$ cat config.mk
export PLATFORM = sky130hd
export DESIGN_NAME = spd_sram
export DESIGN_NICKNAME = d
export VERILOG_FILES = /design/src/spd_pkg.sv /design/src/spd_sram.sv
export VERILOG_INCLUDE_DIRS = /design/src
export SDC_FILE = /design/constraint.sdc
export NUM_CORES = 2
export LEC_CHECK = 0
export BUFFER_PORTS_ARGS = -buffer_cell sky130_fd_sc_hd__buf_2
export CAP_MARGIN = 30
export CORE_MARGIN = 3
export CORE_UTILIZATION = 50
export CTS_CLUSTER_DIAMETER = 100
export CTS_CLUSTER_SIZE = 40
export DETAILED_ROUTE_END_ITERATION = 12
export PLACE_DENSITY_LB_ADDON = 0.1
export RECOVER_POWER = 100
export SYNTH_ARGS = -nofsm -noshare
export SYNTH_HDL_FRONTEND = slang
export SYNTH_SLANG_ARGS = --single-unit
$ cat constraint.sdc
create_clock -name sys_clk -period 12.5 [get_ports sys_clk]
set_input_delay 1.25 -clock sys_clk [delete_from_list [all_inputs] [get_ports sys_clk]]
set_output_delay 1.25 -clock sys_clk [all_outputs]
set_load 0.1 [all_outputs]
$ cat src/spd_consts.svh
// Constants for the separate-port double-rate SRAM access block
`ifndef SPD_CONSTS_SVH
`define SPD_CONSTS_SVH
// Organisation: 8, 9 or 18 bits per data word
`define SPD_ORG 18
// Address bits of the flop-based array
`define SPD_AW 6
// Reset values
`define SPD_OE_N_RST 1'h1
`define SPD_DATA_RST 18'h00000
// Pin synchroniser depth
`define SPD_SYNC_STAGES 2
`endif

$ cat src/spd_pkg.sv
// Types for the separate-port double-rate SRAM access block
`default_nettype none
package spd_pkg;
   // Read output sequencer states
   typedef enum logic [1:0] {
      SPD_RD_IDLE = 2'b00,
      SPD_RD_FIRST = 2'b01,
      SPD_RD_SECOND = 2'b10
   } spd_rd_state_t;
endpackage : spd_pkg
`default_nettype wire

$ cat src/spd_sram.sv
// Separate read/write port double-rate burst SRAM, device side
`timescale 1ns/100ps
`default_nettype none
`include "spd_consts.svh"

// Function
// [RQ1] Write select low at K rise starts a write; word1 and address come on K#.
// [RQ2] Read select low at K edge t latches address; words driven at K t+2, K#.
// [RQ3] A burst moves word A, then word A plus one.
// [RQ4] Write data registered and read data launched on both K and K# rises.
// [RQ5] After power-up the device is deselected with read outputs tri-stated.
// [RQ6] Host may park clocks high when stopped; outputs keep previous state. Code: raising a low clock to park it is taken as one more rise.
// [RQ7] Write selects sampled separately per data word; each word uses its own mask.
// [RQ8] Both selects low: whole word written.
// [RQ9] Select 0 low, select 1 high: only low lane written.
// [RQ10] Select 0 high, select 1 low: only upper lane written.
// [RQ11] Both selects high: that half of the burst leaves memory unchanged.
// [RQ12] Nine-bit organisation: one select writes all nine bits or nothing.
// [RQ13] PLL-off input low gives a read latency of one cycle.
// [RQ14] Read deselect finishes pending bursts, then tri-states after next K rise.
// [RQ15] Reads return newest data, forwarded from a concurrent or recent write.
// [RQ16] Port selects sampled only on K rises; ports do not disturb each other.
// [RQ17] Both selects high: no new access, inputs ignored, idle outputs tri-stated.
module spd_sram
   import spd_pkg::*;
(
   input wire logic sys_clk, // System clock, 200 MHz
   input wire logic rst_b, // Synchronous reset, active low
   input wire logic k_pin, // Positive input clock, sampled
   input wire logic k_n_pin, // Negative input clock, sampled
   input wire logic read_port_select_n, // Read port select, active low
   input wire logic write_port_select_n, // Write port select, active low
   input wire logic [1:0] lane_write_select_n, // Lane/half-byte write selects
   input wire logic [`SPD_AW-1:0] addr_pin, // Shared address bus
   input wire logic [`SPD_ORG-1:0] d_pin, // Write data inputs
   input wire logic pll_off_n, // Low selects one-cycle latency
   output logic [`SPD_ORG-1:0] q_data, // Read data, registered
   output logic q_oe_n // Read output enable, low while driving
);
   localparam int DW = `SPD_ORG;
   localparam int AW = `SPD_AW;
   localparam int DEPTH = 1 << AW;
   localparam int LOW_W = DW / 2;
   localparam bit SINGLE = (DW == 9);
   localparam int SW = 7 + DW + AW;

   // -----------------------------------------------------------------
   // Pin synchronisers
   // -----------------------------------------------------------------
   logic [SW-1:0] pin_s1_reg;
   logic [SW-1:0] pin_s2_reg;
   logic k_prev_reg;
   logic kn_prev_reg;

   // Every pin takes the same two stages so data stays aligned to its clocks
   always_ff @(posedge sys_clk) begin
      pin_s1_reg <= {k_pin, k_n_pin, read_port_select_n, write_port_select_n,
                     lane_write_select_n, addr_pin, d_pin, pll_off_n};
      pin_s2_reg <= pin_s1_reg;
   end

   logic k_s, kn_s, rps_n_s, wps_n_s, pll_off_n_s;
   logic [1:0] ws_n_s;
   logic [AW-1:0] addr_s;
   logic [DW-1:0] d_s;
   assign {k_s, kn_s, rps_n_s, wps_n_s, ws_n_s, addr_s, d_s, pll_off_n_s} = pin_s2_reg;

   // Edge detect on synced clocks; a stopped clock simply gives no edges
   always_ff @(posedge sys_clk) begin
      if (!rst_b) begin
         k_prev_reg <= 1'h1;
         kn_prev_reg <= 1'h1;
      end else begin
         k_prev_reg <= k_s;
         kn_prev_reg <= kn_s;
      end
   end

   logic k_rise, kn_rise, lat1_mode;
   assign k_rise = k_s & ~k_prev_reg;
   assign kn_rise = kn_s & ~kn_prev_reg;
   assign lat1_mode = ~pll_off_n_s; // see [RQ13]

   // -----------------------------------------------------------------
   // Write port
   // -----------------------------------------------------------------
   logic wr_pend_reg;
   logic [DW-1:0] wr_d0_reg;
   logic [1:0] wr_ws0_reg;
   logic wr_commit;
   logic [AW-1:0] wa0, wa1;
   logic [DW-1:0] mem_reg [DEPTH];
   logic [DW-1:0] wr_word0_next, wr_word1_next;

   // Merge new data into the stored word under a two-bit active-low mask
   function automatic logic [DW-1:0] spd_merge(input logic [DW-1:0] old_w,
                                                input logic [DW-1:0] new_w,
                                                input logic [1:0] ws_n);
      logic [DW-1:0] res;
      res = old_w;
      if (SINGLE) begin
         if (!ws_n[0]) res = new_w; // see [RQ12]
      end else begin
         if (!ws_n[0]) res[LOW_W-1:0] = new_w[LOW_W-1:0]; // see [RQ8] [RQ9]
         if (!ws_n[1]) res[DW-1:LOW_W] = new_w[DW-1:LOW_W]; // see [RQ8] [RQ10]
      end
      return res; // Both high leaves old_w, see [RQ11]
   endfunction : spd_merge

   // Word0 and its mask taken on K; a deselected port ignores the pins
   always_ff @(posedge sys_clk) begin
      if (!rst_b) begin
         wr_pend_reg <= 1'h0;
         wr_d0_reg <= '0;
         wr_ws0_reg <= 2'h3;
      end else if (k_rise && !wps_n_s) begin
         wr_pend_reg <= 1'h1; // see [RQ1] [RQ16]
         wr_d0_reg <= d_s; // see [RQ4]
         wr_ws0_reg <= ws_n_s; // see [RQ7]
      end else if (wr_commit) begin
         wr_pend_reg <= 1'h0;
      end
   end

   // Address and word1 come on K#; both words commit together then
   assign wr_commit = kn_rise & wr_pend_reg; // see [RQ1]
   assign wa0 = addr_s;
   assign wa1 = AW'(addr_s + 1'b1); // see [RQ3]
   assign wr_word0_next = spd_merge(mem_reg[wa0], wr_d0_reg, wr_ws0_reg);
   assign wr_word1_next = spd_merge(mem_reg[wa1], d_s, ws_n_s); // see [RQ7]

   // Array entries, one flop word each
   for (genvar gi = 0; gi < DEPTH; gi++) begin : g_mem
      always_ff @(posedge sys_clk) begin
         if (wr_commit && wa1 == AW'(gi)) begin
            mem_reg[gi] <= wr_word1_next;
         end else if (wr_commit && wa0 == AW'(gi)) begin
            mem_reg[gi] <= wr_word0_next;
         end
      end
   end

   // Newest value of a word, including a write committing this cycle
   function automatic logic [DW-1:0] spd_fresh(input logic [AW-1:0] a);
      logic [DW-1:0] res;
      res = mem_reg[a];
      if (wr_commit && a == wa0) res = wr_word0_next; // see [RQ15]
      if (wr_commit && a == wa1) res = wr_word1_next; // see [RQ15]
      return res;
   endfunction : spd_fresh

   // -----------------------------------------------------------------
   // Read port
   // -----------------------------------------------------------------
   logic rd_p1_v_reg, rd_p2_v_reg;
   logic [AW-1:0] rd_p1_addr_reg, rd_p2_addr_reg, rd_addr_reg;
   logic rd_launch;
   logic [AW-1:0] rd_sel_addr;
   spd_rd_state_t rd_state_reg;

   // Request pipeline advances on K only; selects are never looked at on K#
   always_ff @(posedge sys_clk) begin
      if (!rst_b) begin
         rd_p1_v_reg <= 1'h0;
         rd_p2_v_reg <= 1'h0;
         rd_p1_addr_reg <= '0;
         rd_p2_addr_reg <= '0;
      end else if (k_rise) begin
         rd_p1_v_reg <= ~rps_n_s; // see [RQ2] [RQ16] [RQ17]
         rd_p1_addr_reg <= addr_s;
         rd_p2_v_reg <= rd_p1_v_reg;
         rd_p2_addr_reg <= rd_p1_addr_reg;
      end
   end

   // One stage less in legacy mode
   assign rd_launch = k_rise & (lat1_mode ? rd_p1_v_reg : rd_p2_v_reg); // see [RQ13] [RQ2]
   assign rd_sel_addr = lat1_mode ? rd_p1_addr_reg : rd_p2_addr_reg;

   // Output sequencer: word A on K, word A+1 on K#, release on an idle K
   always_ff @(posedge sys_clk) begin
      if (!rst_b) begin
         rd_state_reg <= SPD_RD_IDLE;
         rd_addr_reg <= '0;
         q_data <= `SPD_DATA_RST;
         q_oe_n <= `SPD_OE_N_RST; // see [RQ5]
      end else begin
         case (rd_state_reg)
            SPD_RD_IDLE, SPD_RD_SECOND: begin
               if (rd_launch) begin
                  rd_state_reg <= SPD_RD_FIRST;
                  rd_addr_reg <= rd_sel_addr;
                  q_data <= spd_fresh(rd_sel_addr); // see [RQ2] [RQ4]
                  q_oe_n <= 1'h0;
               end else if (k_rise) begin
                  rd_state_reg <= SPD_RD_IDLE;
                  q_oe_n <= 1'h1; // see [RQ14] [RQ17]
               end
            end
            SPD_RD_FIRST: begin
               // Pending second word is always finished, even if deselected
               if (kn_rise) begin
                  rd_state_reg <= SPD_RD_SECOND;
                  q_data <= spd_fresh(AW'(rd_addr_reg + 1'b1)); // see [RQ3] [RQ4]
               end
            end
            default: begin
               rd_state_reg <= SPD_RD_IDLE;
               q_oe_n <= 1'h1;
            end
         endcase
      end
   end

   // -----------------------------------------------------------------
   // Assertions
   // -----------------------------------------------------------------
   a_commit_on_kn: assert property (@(posedge sys_clk) disable iff (!rst_b) // see [RQ1]
      wr_commit |-> kn_rise && $past(wr_pend_reg) == 1'b1)
      else $error("write committed outside a negative clock edge");

   a_full_word: assert property (@(posedge sys_clk) disable iff (!rst_b) // see [RQ8]
      (wr_commit && wr_ws0_reg == 2'b00 && wa0 != wa1) |=> mem_reg[$past(wa0)] == $past(wr_d0_reg))
      else $error("full word write lost data");

   a_low_lane: assert property (@(posedge sys_clk) disable iff (!rst_b) // see [RQ9]
      (wr_commit && ws_n_s == 2'b10 && !SINGLE) |=>
      mem_reg[$past(wa1)][DW-1:LOW_W] == $past(mem_reg[wa1][DW-1:LOW_W]) &&
      mem_reg[$past(wa1)][LOW_W-1:0] == $past(d_s[LOW_W-1:0]))
      else $error("low lane write wrong");

   a_upper_lane: assert property (@(posedge sys_clk) disable iff (!rst_b) // see [RQ10]
      (wr_commit && ws_n_s == 2'b01 && !SINGLE) |=>
      mem_reg[$past(wa1)][LOW_W-1:0] == $past(mem_reg[wa1][LOW_W-1:0]))
      else $error("upper lane write disturbed low lane");

   a_no_write: assert property (@(posedge sys_clk) disable iff (!rst_b) // see [RQ11] [RQ7]
      (wr_commit && ws_n_s == 2'b11 && wa0 != wa1) |=> mem_reg[$past(wa1)] == $past(mem_reg[wa1]))
      else $error("masked half of burst changed memory");

   a_second_fresh: assert property (@(posedge sys_clk) disable iff (!rst_b) // see [RQ3] [RQ15]
      (rd_state_reg == SPD_RD_FIRST && kn_rise) |=>
      q_data == mem_reg[AW'(rd_addr_reg + 1'b1)] && !q_oe_n)
      else $error("second read word not newest A plus one");

   a_idle_release: assert property (@(posedge sys_clk) disable iff (!rst_b) // see [RQ14] [RQ17]
      (k_rise && !rd_launch && rd_state_reg != SPD_RD_FIRST) |=> q_oe_n)
      else $error("outputs not released on idle positive edge");

   a_launch_drive: assert property (@(posedge sys_clk) disable iff (!rst_b) // see [RQ2] [RQ13]
      rd_launch |=> !q_oe_n && rd_state_reg == SPD_RD_FIRST &&
      q_data == mem_reg[rd_addr_reg])
      else $error("read launch did not drive first word");

   a_data_on_edge: assert property (@(posedge sys_clk) disable iff (!rst_b) // see [RQ4]
      $changed(q_data) |-> $past(k_rise) || $past(kn_rise))
      else $error("read data moved without an input clock edge");

   a_select_on_k: assert property (@(posedge sys_clk) disable iff (!rst_b) // see [RQ16]
      $changed(rd_p1_v_reg) |-> $past(k_rise))
      else $error("read select sampled off the positive edge");

endmodule : spd_sram
`default_nettype wire
# == After elaboration in Yosys (flattened, before gate mapping) ==
# Memories as Yosys holds them, arrays and structs flattened. A register that Yosys moved wholly into a read port is not among the register bits.
# Index checks and enable logic that the tools add are counted.
# totals
reg_bits,126
latch_bits,0
ramBits,1152
romBits,0
in_bits,33
out_inout_bits,19
elab_cells,1023
n_memories,1
# mem_list
memory,words,word_bits,read_ports,rd_ports_with_merged_regs,write_ports,line,text
mem_reg,64,18,4,1,2,spd_sram.sv:92,logic [DW-1:0] mem_reg [DEPTH];
# op_classes
addsub,2
mul,0
n_div,0
magnitude_cmp,0
eq_ne,135
shifts,0
mux,592
n_bitwise,72
reduce_logical,206
# ops
op,count
$mux W18,132
$reduce_or A18 Y1,62
$mux W1,387
$eq A6 B6 Y1 const B,64
$mux W6,63
$eq A6 B5 Y1 const B,32
$logic_and A1 B1 Y1,133
$eq A6 B4 Y1 const B,16
$or A1 B1 Y1,64
$eq A6 B3 Y1 const B,8
$mux W9,4
$pmux W18 S2,1
$eq A6 B2 Y1 const B,4
$eq A6 B6 Y1,4
$add A6 B1 Y6 const B,2
$eq A6 B1 Y1 const B,2
$logic_not A6 Y1,2
$mux W2,3
$reduce_and A2 Y1,3
$and A1 B1 Y1,4
$ne A2 B2 Y1 const B,2
$not A1 Y1,4
$pmux W2 S2,1
$reduce_bool A2 Y1,2
8 further kinds,8

# == Depth between registers and ports, before layout ==
# logic_depth
depth_word,40
ltp_mapped,20
ltp_nobuf,10

# == Worst setup path after synthesis ==
# Ideal clock, no wire load.
# synth_path
path_type,register -> register
start,register pin_s2_reg[20]
end,memory mem_reg[10][16] (netlist bit) (data pin)
setup_time_ns,0.267
t_arrival_ns,4.028
t_required_ns,12.233
path_slack_ns,8.205
stages_incl_launch_ff,19
path_buffers,10
synth_period_minus_slack_ns,4.295
path_cell_list,dfxtp_1 buf_6 buf_6 buf_4 buf_4 buf_2 inv_1 ha_1 buf_2 clkbuf_1 clkbuf_1 mux4_2 nor2_1 nor2_1 o2111a_1 a211oi_1 buf_2 buf_2 a21oi_1
# synth_rtl
item,line,text
from (decl),spd_sram.sv:51,logic [SW-1:0] pin_s2_reg;
from (signal assigned),spd_sram.sv:59,pin_s2_reg <= pin_s1_reg;
to (decl),spd_sram.sv:92,

==> flow_summary_export.csv <==
group,metric,value,unit
placement,place.gp.congestion,1.058,
floorplanning,ioPinCount,52,
setup_path,r2r-end,"mem_reg[25][5]",
clocking,post_cts_buffers,0,
setup_path,worst-path-max-fanout,40,
clocking,clock_latency,880,ps
setup_path,rr_worst_depth,7,
floorplanning,fp.dieH,435.0,um
min_path,hold_path.class,"flop to flop",
global_routing,grt_pass1_vias,75540,
timing,max_clock_freq,100.5,MHz
route,num_vias,83060,
synth,syn-cell-area,92040,um^2
clocking,clockBufferDepth,3,
clocking,clk_pin_slew,130,ps
timing,min_period_over_period,79.57,%
route,drt_iter0_markers,15850,
timing,tns,0,ps
route,drtAntennaViolNets,0,
clocking,cts_tree,"yes",
synth,syn_inst,8925,
synth,avgSynthCellArea,10.31,um^2
synth,yosysWarnings,0,
setup_path,endpoint_kind,"flop",
clocking,cts_resized,0,
route,vias_per_cell,7.629,
global_routing,grt.total_usage,44.23,%
min_path,hold_end,"pin_s2_reg[0]",
outcome,violations,"capacitance limit, slew limit",
outcome,outcome,"finished with violations",
finish,synthToLayoutAreaGrowth,4.696,%
timing,rsz0062_at_grt,"no",
power_and_ir_drop,power.density,101.1,nW/um^2
floorplanning,die-area,189300,um^2
placement,detailed_place_hpwl,275.5,mm
synth,seq_area_frac_synth,40.33,%
synth,syn_nets,8964,
synth,synth_ff_type,"edfxtp_1",
placement,dpl-instance-area,94490,um^2
route,routed_wl,430.0,mm
clocking,root_buffer,"clkbuf_16",
finish,largest_reg_flops,1152,
timing,finClkSkew,63.88,ps
finish,nets,8406,
setup_path,cp-start-kind,"flop",
route,drc,0,
setup_path,crit_type,"flop to flop",
synth,synthArstFlopShare,0,%
route,post_drt_wl_per_cell,39.50,um
synth,synth_top_area_cell,"edfxtp_1",
route,dr.pass1.iters,9,
power_and_ir_drop,leakagePower,32.69,nW
setup_path,reg2reg_from,"pin_s2_reg[21]",
setup_path,required,12950,ps
synth,synth_cell_type_count,85,
timing,finalSetupViolCount,0,
floorplanning,core_area,181900,um^2
placement,portBuffers,51,
timing,min_period,9947,ps
global_routing,grt_pass1_wl,596.6,mm
finish,drive_gt1_share,17.17,%
floorplanning,start_util,50.59,%
synth,synth_edf_count,1152,
timing,hold_ws,333.8,ps
min_path,hold_start,"pin_s1_reg[0]",
synth,synth_area_leaders,"edfxtp_1 (38%), mux4_2 (22%), a21oi_1 (6.4%)",
finish,design_area,96360,um^2
timing,relSlewSlack,-205.5,%
power_and_ir_drop,ir_drop,0.1319,mV
clocking,hold_buffers,0,
clocking,numCtsBuffers,59,
floorplanning,fp.dieW,435.0,um
global_routing,antenna_found_initial,20,
setup_path,ff2ff_setup_slack,2550,ps
clocking,cts.sinks,1278,
synth,ys_ff_latch,1278,
global_routing,grt_overflow,0,
timing,report.final.hold_viol_count,0,
clocking,htreeDepth,2,
setup_path,cp_data_arrival_time,10400,ps
global_routing,grt_max_degree,142,
min_path,whs_path_depth,0,
floorplanning,num_rows,156,
synth,synth_top_area_share,37.59,%
timing,slew_violations,1733,
job,maxCapViolations,76,
timing,tightest_slew,4582,ps
stage by stage:
step | setup slack (ps) | cells | util [%] | total power [mW]
global route | 2930 | 10870 | 52.94 | 9.925
CTS | 6320 | 10850 | 53.23 | 9.583
finish | 2553 | 10890 | 52.97 | 9.738
floorplan | 8205 | 8925 | - | 6.238
detailed placement | 6342 | 10740 | 51.94 | 6.856
global placement | 6011 | 10710 | 51.64 | 6.818
critical path: stages (launching register included):
cell	delay (ps)
dfxtp_1	1320
buf_4	750
nand3_1	280
o21a_1	300
nor2_1	2320
nand2_1	1840
o22ai_1	1770
clkbuf_1	860
cells by family after synthesis:
logic type	Yosys count	synth area share (%)
simple gates	3399	15.34
flops	1278	40.33
buf+inv	1037	5.437
mux	1237	25.87
compound gates	1933	12.57
xor+xnor	35	0.3793
fa+ha+maj	6	0.08157
cell usage in the layout, fill, tap and decap left out, types with 30 or more instances in the layout:
cell type,count
a221oi_1,45
mux4_2,906
clkbuf_16,59
a31oi_1,65
nand2_1,1365
edfxtp_1,1152
a32oi_1,80
dfxtp_1,120
a22o_1,36
o21a_1,54
a21oi_1,1168
a21boi_0,34
nor2_1,1245
and3_1,30
mux2i_1,313
clkbuf_1,108
buf_4,219
a22oi_1,39
o21ai_0,104
o22ai_1,56
nand3_1,523
nand4_1,121
metal layers:
layer	GRT usage, %	part of all wire (%)
met1	56.88	33
met2	60.98	41
met3	15.18	16
met4	34.63	10
met5	0.07560	0.0030
cells in the mapped netlist, types with 7 or more instances:
library cell / n
nand3b_1: 7
a21boi_0: 35
nor3_1: 12
a32oi_1: 80
o32ai_1: 8
buf_4: 139
o2111ai_1: 23
o21ai_0: 102
and3_1: 31
a31oi_1: 71
o211ai_1: 22
nand2_1: 1365
mux4_2: 906
o32ai_2: 7
o22ai_1: 74
mux2_2: 9
o211a_1: 14
a22o_1: 36
a22oi_1: 39
inv_1: 11
nor2_1: 1254
nand3_1: 524
nand2b_1: 22
o21ai_2: 25
buf_1: 101
nor2b_1: 11
clkbuf_1: 408
mux2i_1: 317
nand4_1: 121
xnor2_1: 22
a221oi_1: 45
buf_6: 19
xor2_1: 9
a211oi_1: 27
a21oi_1: 1169
o21ai_1: 29
buf_2: 352
and2_1: 22
edfxtp_1: 1152
o221ai_1: 14
o21a_1: 54
dfxtp_1: 126
where the power goes:
group	switching (mW)	internal (mW)
combinational	1.39	0.689
clock	1.83	1.02
sequential	0.0329	4.77
how the worst max path moves through the flow:
stage	startpoint	end	slack, ps	depth (start not counted)
after global placement	pin_s2_reg[19]	mem_reg[3][5]	6010	11
after CTS	pin_s2_reg[19]	q_data[8]	6320	13
after floorplan	pin_s2_reg[20]	mem_reg[10][16]	8200	18
after global routing	pin_s2_reg[21]	mem_reg[25][5]	2930	7
final	pin_s2_reg[21]	mem_reg[25][5]	2550	7
after detailed placement	pin_s2_reg[19]	mem_reg[2][5]	6340	11
area by class of cell:
class                           instances  area (um^2)
Sequential cell                      1278        37130
Inverter                               13        48.80
Fill cell                           16210        85560
Clock buffer                           61         1484
Antenna cell                           22        55.05
Timing Repair Buffer                  405         3133
Multi-Input combinational cell       6610        50590
Clock inverter                         49        850.8
Tap cell                             2449         3064
(Power assumes the default switching activity.)
